[src/shared/usbsc_pkg.sv]
// Purpose: constants and types shared by the usb setup/power control block
// Assumes: 40 MHz core clock, 32-bit apb data, byte addresses
// Notes:   offsets are byte addresses of aligned words
package usbsc_pkg;

    // ------------------------------------------------------------
    // register map
    // ------------------------------------------------------------
    localparam int ADDR_W = 8;
    localparam logic [7:0] OFS_CTRL = 8'h00;
    localparam logic [7:0] OFS_STAT = 8'h04;
    localparam logic [7:0] OFS_SETUP_CLR = 8'h08;
    localparam logic [7:0] OFS_PWRCTL = 8'h0c;
    localparam logic [7:0] OFS_KEY = 8'h10;
    localparam logic [7:0] OFS_BAD_KEY = 8'h14;
    localparam logic [7:0] OFS_IRQ_STAT = 8'h18;
    localparam logic [7:0] OFS_IRQ_CLR = 8'h1c;
    localparam logic [7:0] OFS_IRQ_EN = 8'h20;

    // ------------------------------------------------------------
    // field positions
    // ------------------------------------------------------------
    localparam int CTRL_MOD_EN = 0;
    localparam int CTRL_BUS_EN = 1;
    localparam int ST_SETUP = 0;
    localparam int ST_VBUS = 1;
    localparam int ST_LOCKED = 2;
    localparam int ST_ACCV = 3;
    localparam int ST_TX = 4;
    localparam int ST_DET_ERR = 5;
    localparam int PWR_W = 8;
    localparam int PWR_LDO = 0;
    localparam int KEY_W = 16;
    localparam int IRQ_W = 3;
    localparam int IRQ_SETUP = 0;
    localparam int IRQ_ACCV = 1;
    localparam int IRQ_VBUS = 2;

    // ------------------------------------------------------------
    // reset values and key values
    // ------------------------------------------------------------
    localparam logic [1:0] CTRL_RST = 2'h0;
    localparam logic [PWR_W-1:0] PWR_RST = 8'h00;
    localparam logic [IRQ_W-1:0] IRQ_EN_RST = 3'h0;
    localparam logic [KEY_W-1:0] LOCK_KEY = 16'h0000;

    // ------------------------------------------------------------
    // timing
    // ------------------------------------------------------------
    localparam int CLK_NS = 25;
    localparam int T_HAZ_NS = 83;
    localparam int GUARD_CYC = (T_HAZ_NS + CLK_NS - 1) / CLK_NS;
    localparam int TX_LEN_CYC = 64;

    // ------------------------------------------------------------
    // types
    // ------------------------------------------------------------
    typedef enum logic [1:0] {
        USBSC_PID_SETUP = 2'h0,
        USBSC_PID_IN = 2'h1,
        USBSC_PID_OUT = 2'h2,
        USBSC_PID_OTHER = 2'h3
    } usbsc_pid_t;

    typedef enum logic [1:0] {
        USBSC_HS_NONE = 2'h0,
        USBSC_HS_ACK = 2'h1,
        USBSC_HS_NAK = 2'h2,
        USBSC_HS_DATA = 2'h3
    } usbsc_hs_t;

endpackage

[src/shared/usbsc_if.sv]
// Purpose: carriers between the top module and its two helpers
// Assumes: all signals on core_clk_i
// Notes:   reg_if carries decoded bus accesses, hs_if the token engine
`timescale 1ns/1ps

interface usbsc_reg_if;
    logic [7:0] addr;
    logic [31:0] wdata;
    logic wr_stb;
    logic [31:0] rdata;
    logic err;
    modport slv (output addr, output wdata, output wr_stb, input rdata, input err);
    modport core (input addr, input wdata, input wr_stb, output rdata, output err);
endinterface

interface usbsc_hs_if;
    logic soft_rst;
    logic bus_en;
    logic setup_flag;
    logic tok_valid;
    usbsc_pkg::usbsc_pid_t tok_pid;
    logic setup_seen;
    logic hs_valid;
    usbsc_pkg::usbsc_hs_t hs_code;
    logic tx_busy;
    modport eng (input soft_rst, input bus_en, input setup_flag, input tok_valid,
                 input tok_pid, output setup_seen, output hs_valid, output hs_code,
                 output tx_busy);
    modport core (output soft_rst, output bus_en, output setup_flag, output tok_valid,
                  output tok_pid, input setup_seen, input hs_valid, input hs_code,
                  input tx_busy);
endinterface

[src/hdl/usbsc_apb_slave.sv]
// Purpose: apb slave front end with one wait state
// Assumes: master holds the request until pready
// Notes:   pready, prdata and pslverr come from flip-flops
`timescale 1ns/1ps

module usbsc_apb_slave (
    input wire logic core_clk_i,    // core clock
    input wire logic rst_i,         // sync reset, active high
    input wire logic psel_i,        // apb select
    input wire logic penable_i,     // apb enable
    input wire logic pwrite_i,      // apb direction
    input wire logic [7:0] paddr_i, // apb byte address
    input wire logic [31:0] pwdata_i, // apb write data
    output logic [31:0] prdata_o,   // apb read data
    output logic pready_o,          // apb ready
    output logic pslverr_o,         // apb error
    usbsc_reg_if.slv bus            // decoded access
);
    logic pready_r;
    logic pslverr_r;
    logic [31:0] prdata_r;
    wire access_w = psel_i & penable_i;
    wire first_w = access_w & ~pready_r;

    assign bus.addr = paddr_i;
    assign bus.wdata = pwdata_i;
    // write takes effect only at the edge where pready is seen high
    assign bus.wr_stb = access_w & pready_r & pwrite_i & ~pslverr_r;
    assign prdata_o = prdata_r;
    assign pready_o = pready_r;
    assign pslverr_o = pslverr_r;

    always_ff @(posedge core_clk_i) begin
        if (rst_i) begin
            pready_r <= 1'b0;
            pslverr_r <= 1'b0;
            prdata_r <= 32'h0000_0000;
        end else begin
            pready_r <= first_w;
            pslverr_r <= first_w & bus.err;
            if (first_w) begin
                prdata_r <= pwrite_i ? 32'h0000_0000 : bus.rdata;
            end
        end
    end

    a_ready_one_wait: assert property (@(posedge core_clk_i) disable iff (rst_i)
        (psel_i && penable_i && !pready_r) |=> pready_r)
        else $error("apb ready not given one cycle into access");
endmodule

[src/hdl/usbsc_tok_engine.sv]
// Purpose: answers host tokens with a handshake or a bounded data phase
// Assumes: tokens arrive already decoded, on the core clock
// Notes:   the data phase ends by a length count, so it cannot run on
`timescale 1ns/1ps

module usbsc_tok_engine #(
    parameter int TX_LEN = usbsc_pkg::TX_LEN_CYC // data phase length in cycles
) (
    input wire logic core_clk_i,    // core clock
    input wire logic rst_i,         // sync reset, active high
    usbsc_hs_if.eng hs              // token and handshake carrier
);
    typedef enum logic [1:0] {USBSC_E_IDLE, USBSC_E_TX} usbsc_eng_t;
    usbsc_eng_t state_r;
    logic [$clog2(TX_LEN+1)-1:0] cnt_r;
    logic hs_valid_r;
    logic setup_seen_r;
    logic tx_busy_r;
    usbsc_pkg::usbsc_hs_t code_r;
    wire take_w = hs.tok_valid & hs.bus_en & (state_r == USBSC_E_IDLE);
    wire is_setup_w = take_w & (hs.tok_pid == usbsc_pkg::USBSC_PID_SETUP);
    wire is_in_w = take_w & (hs.tok_pid == usbsc_pkg::USBSC_PID_IN);
    wire is_out_w = take_w & (hs.tok_pid == usbsc_pkg::USBSC_PID_OUT);

    assign hs.hs_valid = hs_valid_r;
    assign hs.hs_code = code_r;
    assign hs.setup_seen = setup_seen_r;
    assign hs.tx_busy = tx_busy_r;

    always_ff @(posedge core_clk_i) begin
        if (rst_i || hs.soft_rst) begin
            state_r <= USBSC_E_IDLE;
            cnt_r <= '0;
            hs_valid_r <= 1'b0;
            setup_seen_r <= 1'b0;
            tx_busy_r <= 1'b0;
            code_r <= usbsc_pkg::USBSC_HS_NONE;
        end else begin
            hs_valid_r <= is_setup_w | is_in_w | is_out_w;
            setup_seen_r <= is_setup_w;
            case (state_r)
                USBSC_E_IDLE: begin
                    if (is_in_w && hs.setup_flag) begin
                        code_r <= usbsc_pkg::USBSC_HS_NAK;
                    end else if (is_in_w) begin
                        code_r <= usbsc_pkg::USBSC_HS_DATA;
                        cnt_r <= TX_LEN[$bits(cnt_r)-1:0];
                        state_r <= USBSC_E_TX;
                        tx_busy_r <= 1'b1;
                    end else if (is_setup_w || is_out_w) begin
                        code_r <= usbsc_pkg::USBSC_HS_ACK;
                    end else begin
                        code_r <= usbsc_pkg::USBSC_HS_NONE;
                    end
                end
                USBSC_E_TX: begin
                    code_r <= usbsc_pkg::USBSC_HS_NONE;
                    cnt_r <= cnt_r - 1'b1;
                    if (cnt_r <= 1) begin
                        state_r <= USBSC_E_IDLE;
                        tx_busy_r <= 1'b0;
                    end
                end
                default: begin
                    state_r <= USBSC_E_IDLE;
                    tx_busy_r <= 1'b0;
                end
            endcase
        end
    end

    a_nak_while_flag: assert property (@(posedge core_clk_i) disable iff (rst_i)
        (is_in_w && hs.setup_flag && !hs.soft_rst) |=>
        (hs_valid_r && code_r == usbsc_pkg::USBSC_HS_NAK))
        else $error("in token not refused while setup flag high");
    a_tx_bounded: assert property (@(posedge core_clk_i) disable iff (rst_i)
        (state_r == USBSC_E_TX) |-> (cnt_r <= TX_LEN))
        else $error("data phase counter out of range");
endmodule

[src/hdl/usbsc_top.sv]
// Purpose: usb function-side setup tracking, power control and register lock
// Assumes: tokens decoded upstream on core_clk_i; vbus and fault from pins
// Notes:   registers over apb with one wait state
`timescale 1ns/1ps

module usbsc_top #(
    parameter logic [15:0] UNLOCK_KEY = 16'h5a3c, // arbitrary unlock value
    parameter int TX_LEN = usbsc_pkg::TX_LEN_CYC  // data phase length
) (
    input wire logic core_clk_i,      // core clock, 40 mhz
    input wire logic rst_i,           // sync reset, active high
    input wire logic psel_i,          // apb select
    input wire logic penable_i,       // apb enable
    input wire logic pwrite_i,        // apb direction
    input wire logic [7:0] paddr_i,   // apb byte address
    input wire logic [31:0] pwdata_i, // apb write data
    output logic [31:0] prdata_o,     // apb read data
    output logic pready_o,            // apb ready
    output logic pslverr_o,           // apb error
    input wire logic tok_valid_i,     // decoded token strobe
    input wire logic [1:0] tok_pid_i, // decoded token type
    input wire logic in_busy_i,       // in token still arriving
    input wire logic vbus_i,          // vbus comparator pin
    input wire logic bg_fault_i,      // bandgap detector fault pin
    output logic hs_valid_o,          // handshake strobe
    output logic [1:0] hs_code_o,     // handshake code
    output logic tx_busy_o,           // data phase running
    output logic ldo_en_o,            // regulator enable
    output logic acc_viol_o,          // access violation flag
    output logic irq_o                // interrupt, level
);
    // ------------------------------------------------------------
    // carriers and helpers
    // ------------------------------------------------------------
    usbsc_reg_if rbus();
    usbsc_hs_if hsb();

    usbsc_apb_slave u_apb (
        .core_clk_i(core_clk_i),
        .rst_i(rst_i),
        .psel_i(psel_i),
        .penable_i(penable_i),
        .pwrite_i(pwrite_i),
        .paddr_i(paddr_i),
        .pwdata_i(pwdata_i),
        .prdata_o(prdata_o),
        .pready_o(pready_o),
        .pslverr_o(pslverr_o),
        .bus(rbus.slv)
    );

    usbsc_tok_engine #(.TX_LEN(TX_LEN)) u_eng (
        .core_clk_i(core_clk_i),
        .rst_i(rst_i),
        .hs(hsb.eng)
    );

    // ------------------------------------------------------------
    // state
    // ------------------------------------------------------------
    logic [1:0] ctrl_r;
    logic mod_en_d_r;
    logic setup_flag_r;
    logic clr_pend_r;
    logic [2:0] quiet_r;
    logic [usbsc_pkg::PWR_W-1:0] pwr_r;
    logic det_err_r;
    logic locked_r;
    logic accv_r;
    logic ldo_en_r;
    logic [usbsc_pkg::IRQ_W-1:0] irq_st_r;
    logic [usbsc_pkg::IRQ_W-1:0] irq_en_r;
    logic irq_r;
    logic [2:0] vbus_s_r;
    logic [2:0] flt_s_r;
    logic vbus_r;
    logic flt_r;
    logic vbus_prev_r;

    // ------------------------------------------------------------
    // address decode
    // ------------------------------------------------------------
    function automatic logic hit(input logic [7:0] a, input logic [7:0] ofs);
        hit = (a == ofs);
    endfunction

    wire wr_w = rbus.wr_stb;
    wire [7:0] a_w = rbus.addr;
    wire [31:0] wd_w = rbus.wdata;
    wire sel_ctrl_w = hit(a_w, usbsc_pkg::OFS_CTRL);
    wire sel_stat_w = hit(a_w, usbsc_pkg::OFS_STAT);
    wire sel_sclr_w = hit(a_w, usbsc_pkg::OFS_SETUP_CLR);
    wire sel_pwr_w = hit(a_w, usbsc_pkg::OFS_PWRCTL);
    wire sel_key_w = hit(a_w, usbsc_pkg::OFS_KEY);
    wire sel_bad_w = hit(a_w, usbsc_pkg::OFS_BAD_KEY);
    wire sel_ist_w = hit(a_w, usbsc_pkg::OFS_IRQ_STAT);
    wire sel_icl_w = hit(a_w, usbsc_pkg::OFS_IRQ_CLR);
    wire sel_ien_w = hit(a_w, usbsc_pkg::OFS_IRQ_EN);
    wire mapped_w = sel_ctrl_w | sel_stat_w | sel_sclr_w | sel_pwr_w | sel_key_w
                  | sel_bad_w | sel_ist_w | sel_icl_w | sel_ien_w;
    wire guarded_w = sel_ctrl_w | sel_sclr_w | sel_pwr_w;

    // locked registers refuse writes; the bad key alias answers as an error
    assign rbus.err = ~mapped_w | sel_bad_w | (pwrite_i & locked_r & guarded_w);

    wire wr_ctrl_w = wr_w & sel_ctrl_w;
    wire wr_sclr_w = wr_w & sel_sclr_w & wd_w[0];
    wire wr_pwr_w = wr_w & sel_pwr_w;
    wire wr_key_w = wr_w & sel_key_w;
    wire wr_icl_w = wr_w & sel_icl_w;
    wire wr_ien_w = wr_w & sel_ien_w;
    // the bad key address is refused by the slave, so catch its write access directly
    wire bad_key_w = psel_i & penable_i & pwrite_i & ~pready_o & sel_bad_w;

    // ------------------------------------------------------------
    // read mux
    // ------------------------------------------------------------
    wire [31:0] stat_w = {26'h0, det_err_r, tx_busy_o, accv_r, locked_r,
                          vbus_r & ~det_err_r, setup_flag_r};
    assign rbus.rdata = sel_ctrl_w ? {30'h0, ctrl_r} :
                        sel_stat_w ? stat_w :
                        sel_pwr_w ? {24'h0, pwr_r} :
                        sel_ist_w ? {29'h0, irq_st_r} :
                        sel_ien_w ? {29'h0, irq_en_r} : 32'h0000_0000;

    // ------------------------------------------------------------
    // pin synchronisers
    // ------------------------------------------------------------
    always_ff @(posedge core_clk_i) begin
        if (rst_i) begin
            vbus_s_r <= 3'h0;
            flt_s_r <= 3'h0;
            vbus_r <= 1'b0;
            flt_r <= 1'b0;
        end else begin
            vbus_s_r <= {vbus_s_r[1:0], vbus_i};
            flt_s_r <= {flt_s_r[1:0], bg_fault_i};
            if (vbus_s_r[1] == vbus_s_r[2]) begin
                vbus_r <= vbus_s_r[2];
            end
            if (flt_s_r[1] == flt_s_r[2]) begin
                flt_r <= flt_s_r[2];
            end
        end
    end

    // ------------------------------------------------------------
    // control, module reset and token carrier
    // ------------------------------------------------------------
    wire mod_en_w = ctrl_r[usbsc_pkg::CTRL_MOD_EN];
    wire soft_rst_w = ~mod_en_w;
    wire mod_restart_w = mod_en_w & ~mod_en_d_r;

    assign hsb.soft_rst = soft_rst_w;
    assign hsb.bus_en = ctrl_r[usbsc_pkg::CTRL_BUS_EN];
    assign hsb.setup_flag = setup_flag_r;
    assign hsb.tok_valid = tok_valid_i;
    assign hsb.tok_pid = usbsc_pkg::usbsc_pid_t'(tok_pid_i);
    assign hs_valid_o = hsb.hs_valid;
    assign hs_code_o = hsb.hs_code;
    assign tx_busy_o = hsb.tx_busy;

    // a clear may only land once the in token has been quiet for the hazard span
    wire quiet_w = (quiet_r >= 3'(usbsc_pkg::GUARD_CYC));
    wire do_clr_w = (clr_pend_r | wr_sclr_w) & quiet_w & ~in_busy_i;

    always_ff @(posedge core_clk_i) begin
        if (rst_i) begin
            ctrl_r <= usbsc_pkg::CTRL_RST;
            mod_en_d_r <= 1'b0;
            quiet_r <= 3'h0;
        end else begin
            mod_en_d_r <= mod_en_w;
            if (wr_ctrl_w) begin
                ctrl_r <= wd_w[1:0];
            end
            if (in_busy_i) begin
                quiet_r <= 3'h0;
            end else if (!quiet_w) begin
                quiet_r <= quiet_r + 3'h1;
            end
        end
    end

    // ------------------------------------------------------------
    // setup flag
    // ------------------------------------------------------------
    always_ff @(posedge core_clk_i) begin
        if (rst_i || soft_rst_w) begin
            setup_flag_r <= 1'b0;
            clr_pend_r <= 1'b0;
        end else if (hsb.setup_seen) begin
            setup_flag_r <= 1'b1;
            clr_pend_r <= 1'b0;
        end else if (do_clr_w) begin
            setup_flag_r <= 1'b0;
            clr_pend_r <= 1'b0;
        end else if (wr_sclr_w) begin
            clr_pend_r <= 1'b1;
        end
    end

    // ------------------------------------------------------------
    // power control and detector error
    // ------------------------------------------------------------
    wire pwr_zero_w = wr_pwr_w & (wd_w[usbsc_pkg::PWR_W-1:0] == usbsc_pkg::PWR_RST);

    always_ff @(posedge core_clk_i) begin
        if (rst_i) begin
            pwr_r <= usbsc_pkg::PWR_RST;
            det_err_r <= 1'b0;
            ldo_en_r <= 1'b0;
        end else begin
            if (wr_pwr_w) begin
                pwr_r <= wd_w[usbsc_pkg::PWR_W-1:0];
            end
            if (flt_r) begin
                det_err_r <= 1'b1;
            end else if (pwr_zero_w) begin
                det_err_r <= 1'b0;
            end
            ldo_en_r <= pwr_r[usbsc_pkg::PWR_LDO] & ~det_err_r & ~pwr_zero_w;
        end
    end
    assign ldo_en_o = ldo_en_r;

    // ------------------------------------------------------------
    // register lock and access violation
    // ------------------------------------------------------------
    wire [15:0] key_w = wd_w[usbsc_pkg::KEY_W-1:0];

    always_ff @(posedge core_clk_i) begin
        if (rst_i) begin
            locked_r <= 1'b0;
            accv_r <= 1'b0;
        end else begin
            if (wr_key_w && key_w == usbsc_pkg::LOCK_KEY) begin
                locked_r <= 1'b1;
            end else if (wr_key_w && key_w == UNLOCK_KEY) begin
                locked_r <= 1'b0;
            end
            if (bad_key_w) begin
                accv_r <= 1'b1;
            end else if (wr_icl_w && wd_w[usbsc_pkg::IRQ_ACCV]) begin
                accv_r <= 1'b0;
            end
        end
    end
    assign acc_viol_o = accv_r;

    // ------------------------------------------------------------
    // interrupts
    // ------------------------------------------------------------
    wire [usbsc_pkg::IRQ_W-1:0] ev_w = {vbus_r ^ vbus_prev_r, bad_key_w, hsb.setup_seen};

    always_ff @(posedge core_clk_i) begin
        if (rst_i) begin
            irq_st_r <= '0;
            irq_en_r <= usbsc_pkg::IRQ_EN_RST;
            irq_r <= 1'b0;
            vbus_prev_r <= 1'b0;
        end else begin
            vbus_prev_r <= vbus_r;
            // a new event wins over a clear in the same cycle
            irq_st_r <= (irq_st_r & ~(wr_icl_w ? wd_w[usbsc_pkg::IRQ_W-1:0] : '0)) | ev_w;
            if (wr_ien_w) begin
                irq_en_r <= wd_w[usbsc_pkg::IRQ_W-1:0];
            end
            irq_r <= |(irq_st_r & irq_en_r);
        end
    end
    assign irq_o = irq_r;

    // ------------------------------------------------------------
    // checks
    // ------------------------------------------------------------
    a_setup_sets_flag: assert property (@(posedge core_clk_i) disable iff (rst_i)
        (hsb.setup_seen && !soft_rst_w) |=> (setup_flag_r && irq_st_r[0]))
        else $error("setup did not set flag and status");
    a_clear_in_window: assert property (@(posedge core_clk_i) disable iff (rst_i)
        (in_busy_i && setup_flag_r && !soft_rst_w && !hsb.setup_seen) |=> setup_flag_r)
        else $error("setup flag cleared during in token");
    a_tx_ends: assert property (@(posedge core_clk_i) disable iff (rst_i)
        $rose(tx_busy_o) |-> ##[1:300] !tx_busy_o)
        else $error("transmit did not end");
    a_modreset_idle: assert property (@(posedge core_clk_i) disable iff (rst_i)
        soft_rst_w |=> (!setup_flag_r && !tx_busy_o))
        else $error("module reset left link state");
    a_vbus_status: assert property (@(posedge core_clk_i) disable iff (rst_i)
        (vbus_s_r[2] && vbus_s_r[1] && !det_err_r && !flt_r) |=> stat_w[1])
        else $error("vbus status not reported");
    a_pwr_zero_clear: assert property (@(posedge core_clk_i) disable iff (rst_i)
        (pwr_zero_w && !flt_r) |=> (!det_err_r && !ldo_en_o))
        else $error("zero power write did not clear error");
    a_key_locks: assert property (@(posedge core_clk_i) disable iff (rst_i)
        (wr_key_w && key_w == 16'h0000) |=> locked_r)
        else $error("zero key did not lock");
    a_bad_key: assert property (@(posedge core_clk_i) disable iff (rst_i)
        (bad_key_w && !locked_r) |=> (accv_r && !locked_r))
        else $error("bad key address handled wrongly");
    a_irq_level: assert property (@(posedge core_clk_i) disable iff (rst_i)
        ##1 (irq_o == $past(|(irq_st_r & irq_en_r))))
        else $error("interrupt output wrong");
    a_bus_gate: assert property (@(posedge core_clk_i) disable iff (rst_i)
        (!ctrl_r[1] && !tx_busy_o) |=> !hs_valid_o)
        else $error("token answered with bus disabled");
endmodule

[config.mk]
export PLATFORM = sky130hd
export DESIGN_NAME = usbsc_top
export DESIGN_NICKNAME = d
export VERILOG_FILES = /design/src/shared/usbsc_pkg.sv /design/src/shared/usbsc_if.sv /design/src/hdl/usbsc_apb_slave.sv /design/src/hdl/usbsc_tok_engine.sv /design/src/hdl/usbsc_top.sv
export SDC_FILE = /design/constraint.sdc
export NUM_CORES = 1
export LEC_CHECK = 0
export BUFFER_PORTS_ARGS = -buffer_cell sky130_fd_sc_hd__buf_2
export CORE_MARGIN = 10
export CORE_UTILIZATION = 25
export CTS_CLUSTER_SIZE = 24
export DETAILED_ROUTE_END_ITERATION = 8
export GPL_TIMING_DRIVEN = 0
export HOLD_SLACK_MARGIN = 0.02
export PLACE_DENSITY = 0.49
export SETUP_SLACK_MARGIN = 0.4
export SLEW_MARGIN = 20
export SYNTH_ARGS = -nofsm -noshare
export SYNTH_HDL_FRONTEND = slang
export SYNTH_SLANG_ARGS = --single-unit
[constraint.sdc]
create_clock -name core_clk_i -period 3.2 [get_ports core_clk_i]
set_clock_uncertainty 0.05 [all_clocks]
set_input_delay 0 -clock core_clk_i [delete_from_list [all_inputs] [get_ports core_clk_i]]
set_output_delay 0 -clock core_clk_i [all_outputs]
set_load 0.01 [all_outputs]
==> results.txt, run 1 <==
- The run finished with clean final reports.
- Number of nets in the final layout: 479
- Number of hold buffers added after cts: 17
- Area of the core region: 11300 um^2
- Counting flops and latches in the post-synthesis netlist gives 57.
- Layout-stage area growth over the synthesis result: 33.5%
- Setup violations remaining at the end of the flow were counted as 0.
- The tree is rooted in a sky130_fd_sc_hd__clkbuf_16.
- STA puts the critical path data required time at 3.36 ns.
* Final weighted congestion in routability-driven placement: 0.819
* Clock transition at the registers of the reported paths: 0.05 ns
- The tool flagged a number of max-cap violations equal to 0.
- The worst setup path is of the primary input to flip-flop kind.
* Primary flip-flop cell chosen by synthesis mapping: sky130_fd_sc_hd__dfxtp_1
- In this run, placement finished with an instance count of 539.
* Multi-input logic area: 1520 um^2
- In the final layout, the share of cells above drive strength 1 is 0.245.
- Distinct cell type count after synthesis: 56
* Final number of hold-violating endpoints: 0
- The startpoint identified for the worst hold timing path is penable_i.
* Sequential cell area: 1140 um^2
- The tree built by TritonCTS fans out to 57 sinks.
- TritonCTS created 9 clock buffers.
* Terminating pin of the worst hold path: u_apb.prdata_o[7]
* Warnings, synthesis: 0
- The clock tree synthesis step divided the H-tree into 3 levels.
* Fmax achieved: 421 MHz
- Netlist area before placement: 2880 um^2
- Final HPWL DP: 6430 um
- Clock tree from TritonCTS: yes
- In this run the worst path has a maximum fanout of 2.
- Total routing resource utilization after global routing: 0.101
- Count of antenna-violating nets left after detailed routing: 0
* IO Count: 92
- Final Max Slew Viols: 0
- In the final timing run, aggregate negative setup slack is 0 ns.
* Post-route insts no fill: 572
* Worst R2R End: locked_r
- The first global-routing pass estimated 13300 um of wire.
* Slew headroom: 0.486
- CP startpoint kind: primary input
- Most frequent cells in the layout: 57 x sky130_fd_sc_hd__dfxtp_1, 52 x sky130_fd_sc_hd__buf_2, 28 x sky130_fd_sc_hd__nor2_1
* Initial Utilization: 0.254
- Die Wd: 127 um
- The share of the Yosys chip area taken by registers is 0.397.
- CP arrival: 2.53 ns
- The die covers 16200 um^2.
* RSZ-0062 raised after global routing: false
* Vert. Die Dim: 127 um
- Each instance of the synthesized netlist takes up on average 8.88 um^2.
- Detailed routing inserted a total of 2595 vias.
* Insertion delay to the later sink of the worst-skew pair: 0.33 ns
- Number of I/O port buffers: 49
- DRC violations left: 0
- Before antenna repair, the detailed router went through 4 iterations.
- For this run, asynchronously set or reset flops after synthesis account for 0.
- At the pin with the least slew margin, the transition time is 0.752 ns.
- For the finished layout, the period the worst path requires is 2.37 ns.
* Number of standard cells after synthesis: 324
- For this design the ratio of total power to cell area is 456 nW/um^2.
- The number of antenna diodes in the final layout is 0.
- The worst-case IR drop observed on VDD is 0.000202 V.
- Avg WL per Cell: 14.5 um
- Antenna violations before repair: 0
- The library cell used most frequently in the layout, excluding fill and tap cells, is sky130_fd_sc_hd__dfxtp_1.
* Vias in the first global route: 2668
- Wirelength, routed: 8320 um
* Crit path capture type: flip-flop
- Vias per std cell: 4.54
- Worst hold stages: 5
* Post-cts repair resize count: 0
- R2R Setup Slk: 0.94 ns
* Worst flop-to-flop path startpoint: u_apb.pready_o
- Entering global routing, the biggest net connects 12 pins.
- Initial detailed-routing violation count: 109
- HP Class: primary input to flip-flop
- R2r worst-path depth: 5
- After global routing the overflow that remains totals 0.
* Number of rows created at floorplan: 39
- The clock passes through at most 2 buffers.
* Lkg Pwr: 1.62 nW
- Filler cell count in the final layout: 1211
- Setup Fix Bufs, Post-CTS: 0
- Number of enable-type register cells in the synthesized netlist: 0
- In the finished design, the share of the clock period the worst path needs comes to 0.742.
-- state kept, by name, summed over array words and instances (netlist names), 2 cells and up --
register / count
quiet_r: 3
irq_en_r: 3
u_apb.prdata_o: 8
u_eng.cnt_r: 7
pwr_r: 8
vbus_s_r: 3
u_eng.hs.hs_code: 2
flt_s_r: 3
ctrl_r: 2
irq_st_r: 3
-- critical path, stage by stage --
cell and delay (ns):
sky130_fd_sc_hd__dlygate4sd3_1 0.54, sky130_fd_sc_hd__buf_2 0.12, sky130_fd_sc_hd__or4_1 0.41, sky130_fd_sc_hd__dlygate4sd3_1 0.58, sky130_fd_sc_hd__nor4_1 0.23, sky130_fd_sc_hd__o21ai_0 0.11, sky130_fd_sc_hd__dlygate4sd3_1 0.55
-- kinds of logic after synthesis --
family	after synthesis	share of synthesized area
flip-flops	57	0.397
XOR/XNOR	3	0.00914
multiplexers	16	0.0565
buffers and inverters	51	0.104
AND/OR/NAND/NOR	138	0.292
adder cells (fa/ha/maj)	4	0.0174
AO/OA/AOI/OAI	54	0.123
other	1	0.00130
-- synth_stat cells, types with 4 or more instances --
library cell	number	share of area
sky130_fd_sc_hd__dfxtp_1	57	0.40
sky130_fd_sc_hd__nor2_1	28	0.037
sky130_fd_sc_hd__buf_4	24	0.063
sky130_fd_sc_hd__nand2_1	23	0.030
sky130_fd_sc_hd__a21oi_1	15	0.026
sky130_fd_sc_hd__mux2i_1	14	0.049
sky130_fd_sc_hd__o21ai_0	14	0.024
sky130_fd_sc_hd__nor3_1	13	0.023
sky130_fd_sc_hd__inv_1	12	0.016
sky130_fd_sc_hd__nor2b_1	12	0.026
sky130_fd_sc_hd__nand2b_1	9	0.020
sky130_fd_sc_hd__nand3_1	9	0.016
sky130_fd_sc_hd__clkbuf_1	8	0.010
sky130_fd_sc_hd__nand4_1	5	0.011
sky130_fd_sc_hd__nor4_1	5	0.011
sky130_fd_sc_hd__or4_1	5	0.013
sky130_fd_sc_hd__ha_1	4	0.017
sky130_fd_sc_hd__nand3b_1	4	0.010
-- power by group --
group,internal [mW],switching (mW),total (mW)
Clock,0.543,0.339,0.882
Sequential,0.716,0.00344,0.720
Combinational,0.0676,0.0838,0.151
-- through the flow --
step / hold WS, ns / cell area [um^2] / power, mW / util / setup slack, ns
after global routing: 0.118 / 3840 / 1.83 / 0.339 / 0.718
after CTS: 0.0754 / 3840 / 1.77 / 0.339 / 0.850
after floorplan: 0.0258 / 2960 / 0.818 / - / 1.68
final: 0.0816 / 3840 / 1.75 / 0.339 / 0.826
after global placement: 0.164 / 3390 / 0.869 / 0.299 / 1.44
after detailed placement: 0.172 / 3390 / 0.870 / 0.299 / 1.40
-- worst max path at each step --
stage	from	to	slack, ns	cells past startpoint
6_report	pwdata_i[15]	locked_r	0.83	7
5_1_grt	pwdata_i[15]	locked_r	0.72	7
4_1_cts	pwdata_i[1]	locked_r	0.85	7
3_5_place_dp	u_apb.pready_o	u_apb.prdata_o[0]	1.40	5
3_3_place_gp	paddr_i[1]	u_apb.pslverr_o	1.44	6
2_1_floorplan	u_apb.pready_o	clr_pend_r	1.68	4
-- area by class of cell --
type	instances	area share
flip-flops and latches	57	0.297
multi-input cells	239	0.396
inverters	12	0.0117
clock buffers	10	0.0622
well taps	143	0.0466
clock inverters	6	0.0114
plain buffers	39	0.0665
repair buffers	66	0.108
-- metal layers --
metal | GRT usage | vias up | share of wire
met5 | 0 | - | 0
met4 | 0.0596 | 0 | 0.028
met3 | 0.0294 | 19 | 0.064
met2 | 0.166 | 74 | 0.48
met1 | 0.114 | 1193 | 0.43
li1 | - | 1309 | -
Note: power is estimated with default switching activity, not from simulation.
==> run 2, diff against run 1 <==
- clock period: 3.2 -> 2.2 ns (I/O delays scaled with it)
==> run 2 against run 1 <==
Net effect: total power increased by 46%; largest power group unchanged; count of clock-buffer cells in the layout unchanged; first-iteration DRC count increased by 0.92%; sequential power is 46% higher; setup slack got worse by 0.33 ns.
==> results.txt, run 2 (synthesized netlist as in run 1, its figures left out) <==
- DRC violations left: 0 (unchanged)
* Critical path cell sequence: and4b_1 -> nand3_1 -> or4_1 -> o21ai_1 (was dlygate4sd3_1 -> buf_2 -> or4_1 -> dlygate4sd3_1 -> nor4_1 -> o21ai_0 -> dlygate4sd3_1)
- The startpoint class of the critical path is a flip-flop (was primary input).
- The CTS tree is yes (unchanged).
* Crit path capture type: flip-flop (unchanged)
- Aggregate global routing overflow: 0 (unchanged)
- The minimum setup slack after placement was 0.400 ns (was 1.40 ns).
- The maximum number of pins on one net before global-route repair was 12 (unchanged).
- The initial antenna violation count came to 0 (unchanged).
- Final clock period utilization by the worst path: 0.776
- Total routing resource utilization after global routing: 0.101 (about the same)
- Initial detailed-routing violation count: 110 (was 109)
- The count of buffer and inverter cells on the critical path came to 0 (was 4).
- Multi-input logic area: 1540 um^2 (was 1520 um^2)
- HP Class: primary input to flip-flop (unchanged)
* CP arrival: 1.92 ns (was 2.53 ns)
* Fmax achieved: 586 MHz
- Data required time of the worst path: 2.41 ns (was 3.36 ns)
- The critical path's top delay family is simple AND/OR/NAND/NOR gates (was buffers and inverters).
- Most frequent cells in the layout: 57 x sky130_fd_sc_hd__dfxtp_1, 52 x sky130_fd_sc_hd__buf_2, 28 x sky130_fd_sc_hd__nor2_1 (unchanged)
- Sequential cell area: 1140 um^2 (unchanged)
* Vert. Die Dim: 127 um (unchanged)
- The ratio of total power to cell area is 664 nW/um^2 (was 456 nW/um^2).
* Top fanout value on the critical path: 5 (was 2)
- Insertion delay to the later sink of the worst-skew pair: 0.33 ns (about the same)
- Lkg Pwr: 1.61 nW (was 1.62 nW)
- Number of nets in the final layout: 478 (was 479)
- After layout, the minimum clock period comes to 1.71 ns.
- Buffer levels on the longest clock path: 2 (unchanged)
* Final Max Slew Viols: 0 (unchanged)
- Final number of hold-violating endpoints: 0 (unchanged)
- The number of clock sinks seen by CTS is 57 (unchanged).
* Final HPWL DP: 6430 um (unchanged)
- Number of I/O port buffers: 49 (unchanged)
- The fraction of layout instances using a drive strength above 1 was 0.255 (was 0.245).
- The final worst setup slack was 0.492 ns (was 0.826 ns).
- The x dimension of the die came to 127 um (unchanged).
- The number of vias in the routed layout is 2602 (was 2595).
- The deepest level of the CTS H-tree came to 3 (unchanged).
- Wirelength, routed: 8320 um (about the same)
- The filler cell count is 1211 (unchanged).
* R2R Setup Slk: 0.49 ns (was 0.94 ns)
* Clock buffer count from CTS: 9 (unchanged)
* Layout-stage area growth over the synthesis result: 33.8% (was 33.5%)
* Clock transition at the registers of the reported paths: 0.05 ns (about the same)
- Total Negative Setup Slacks: 0 ns (unchanged)
- The final routed wire length divided by cell count came to 14.6 um (was 14.5 um).
- Max stage delay cell, worst path: sky130_fd_sc_hd__or4_1 (was sky130_fd_sc_hd__dlygate4sd3_1)
- The worst slew margin relative to its limit is 0.539 (was 0.486).
- Vias in the first global route: 2672 (was 2668)
- The number of detailed-route iterations in the first pass was 4 (unchanged).
* Setup Fix Bufs, Post-CTS: 0 (unchanged)
- The final antenna-violating net count is 0 (unchanged).
- The setup-violating endpoint count in the final report came to 0 (unchanged).
* Area of the core region: 11300 um^2 (unchanged)
* Number of rows created at floorplan: 39 (unchanged)
* Slew at the pin closest to its max-slew limit: 0.675 ns (was 0.752 ns)
- Max Cap Violations: 0 (unchanged)
- The buffer cell driving the clock tree root is sky130_fd_sc_hd__clkbuf_16 (unchanged).
- RSZ-0062 raised after global routing: false (unchanged).
* Power, Total: 2.55 mW (was 1.75 mW)
* CP Class: flip-flop to flip-flop (was primary input to flip-flop)
- Vias per std cell: 4.56 (was 4.54)
- The total inserted antenna cells came to 0 (unchanged).
- The largest incremental delay on the critical path is 0.56 ns (was 0.58 ns).
* IO Count: 92 (unchanged)
* Initial Utilization: 0.254 (unchanged)
- The wire length of the first global-routing pass is 13300 um (about the same).
* Result of the run: finished clean (unchanged)
* Most common library cell in the layout ignoring fill and taps: sky130_fd_sc_hd__dfxtp_1 (unchanged)
- The highest ir drop seen on vdd came to 0.000294 V (was 0.000202 V).
- Final weighted congestion in routability-driven placement: 0.819 (unchanged)
- Die footprint: 16200 um^2 (unchanged)
-- run 2: final timing paths --
kind / startpoint / end / cells past startpoint
max reg2reg: u_apb.pready_o / locked_r / 4
max: u_apb.pready_o / locked_r / 4
min reg2reg: vbus_s_r[0] / vbus_s_r[1] / 1
min: pwdata_i[13] / locked_r / 4
-- run 2: cell type report --
type                    count  share of cell area
well taps                 143              0.0465
clock inverters             6              0.0114
plain buffers              39              0.0666
inverters                  12              0.0117
repair buffers             65               0.106
flip-flops and latches     57               0.296
clock buffers              10              0.0621
multi-input cells         239               0.399
-- run 2: routing by layer --
metal,up-vias,GRT usage,routed length [um]
li1,1307,-,-
met1,1198,0.115,3570
met2,79,0.166,3920
met3,18,0.0289,575
met4,0,0.0610,257
met5,-,0,0
-- run 2: worst reg2reg max path: stages (launching register included) --
cell	delay (ns)
sky130_fd_sc_hd__dfxtp_1	0.39
sky130_fd_sc_hd__and4b_1	0.35
sky130_fd_sc_hd__nand3_1	0.21
sky130_fd_sc_hd__or4_1	0.56
sky130_fd_sc_hd__o21ai_1	0.08
-- run 2: timing repair --
item	4_1_cts	5_1_grt
hold buffers	16	0
gates resized for setup	1	5
endpoints found under the setup margin	1	4
hold endpoints to repair	23	0
-- run 2: power by group --
group | total, mW | switching, mW | internal [mW]
combinational | 0.223 | 0.123 | 0.100
clock | 1.29 | 0.495 | 0.790
sequential | 1.05 | 0.00502 | 1.04
-- run 2: per-stage QoR --
step	std cells	instance area (um^2)	hold WS, ns	utilization
after floorplan	347	2960	0.0258	-
after global placement	539	3390	0.164	0.299
after detailed placement	539	3390	0.172	0.299
after CTS	571	3830	0.0174	0.338
after global routing	571	3850	0.0472	0.340
final	571	3850	0.00428	0.340
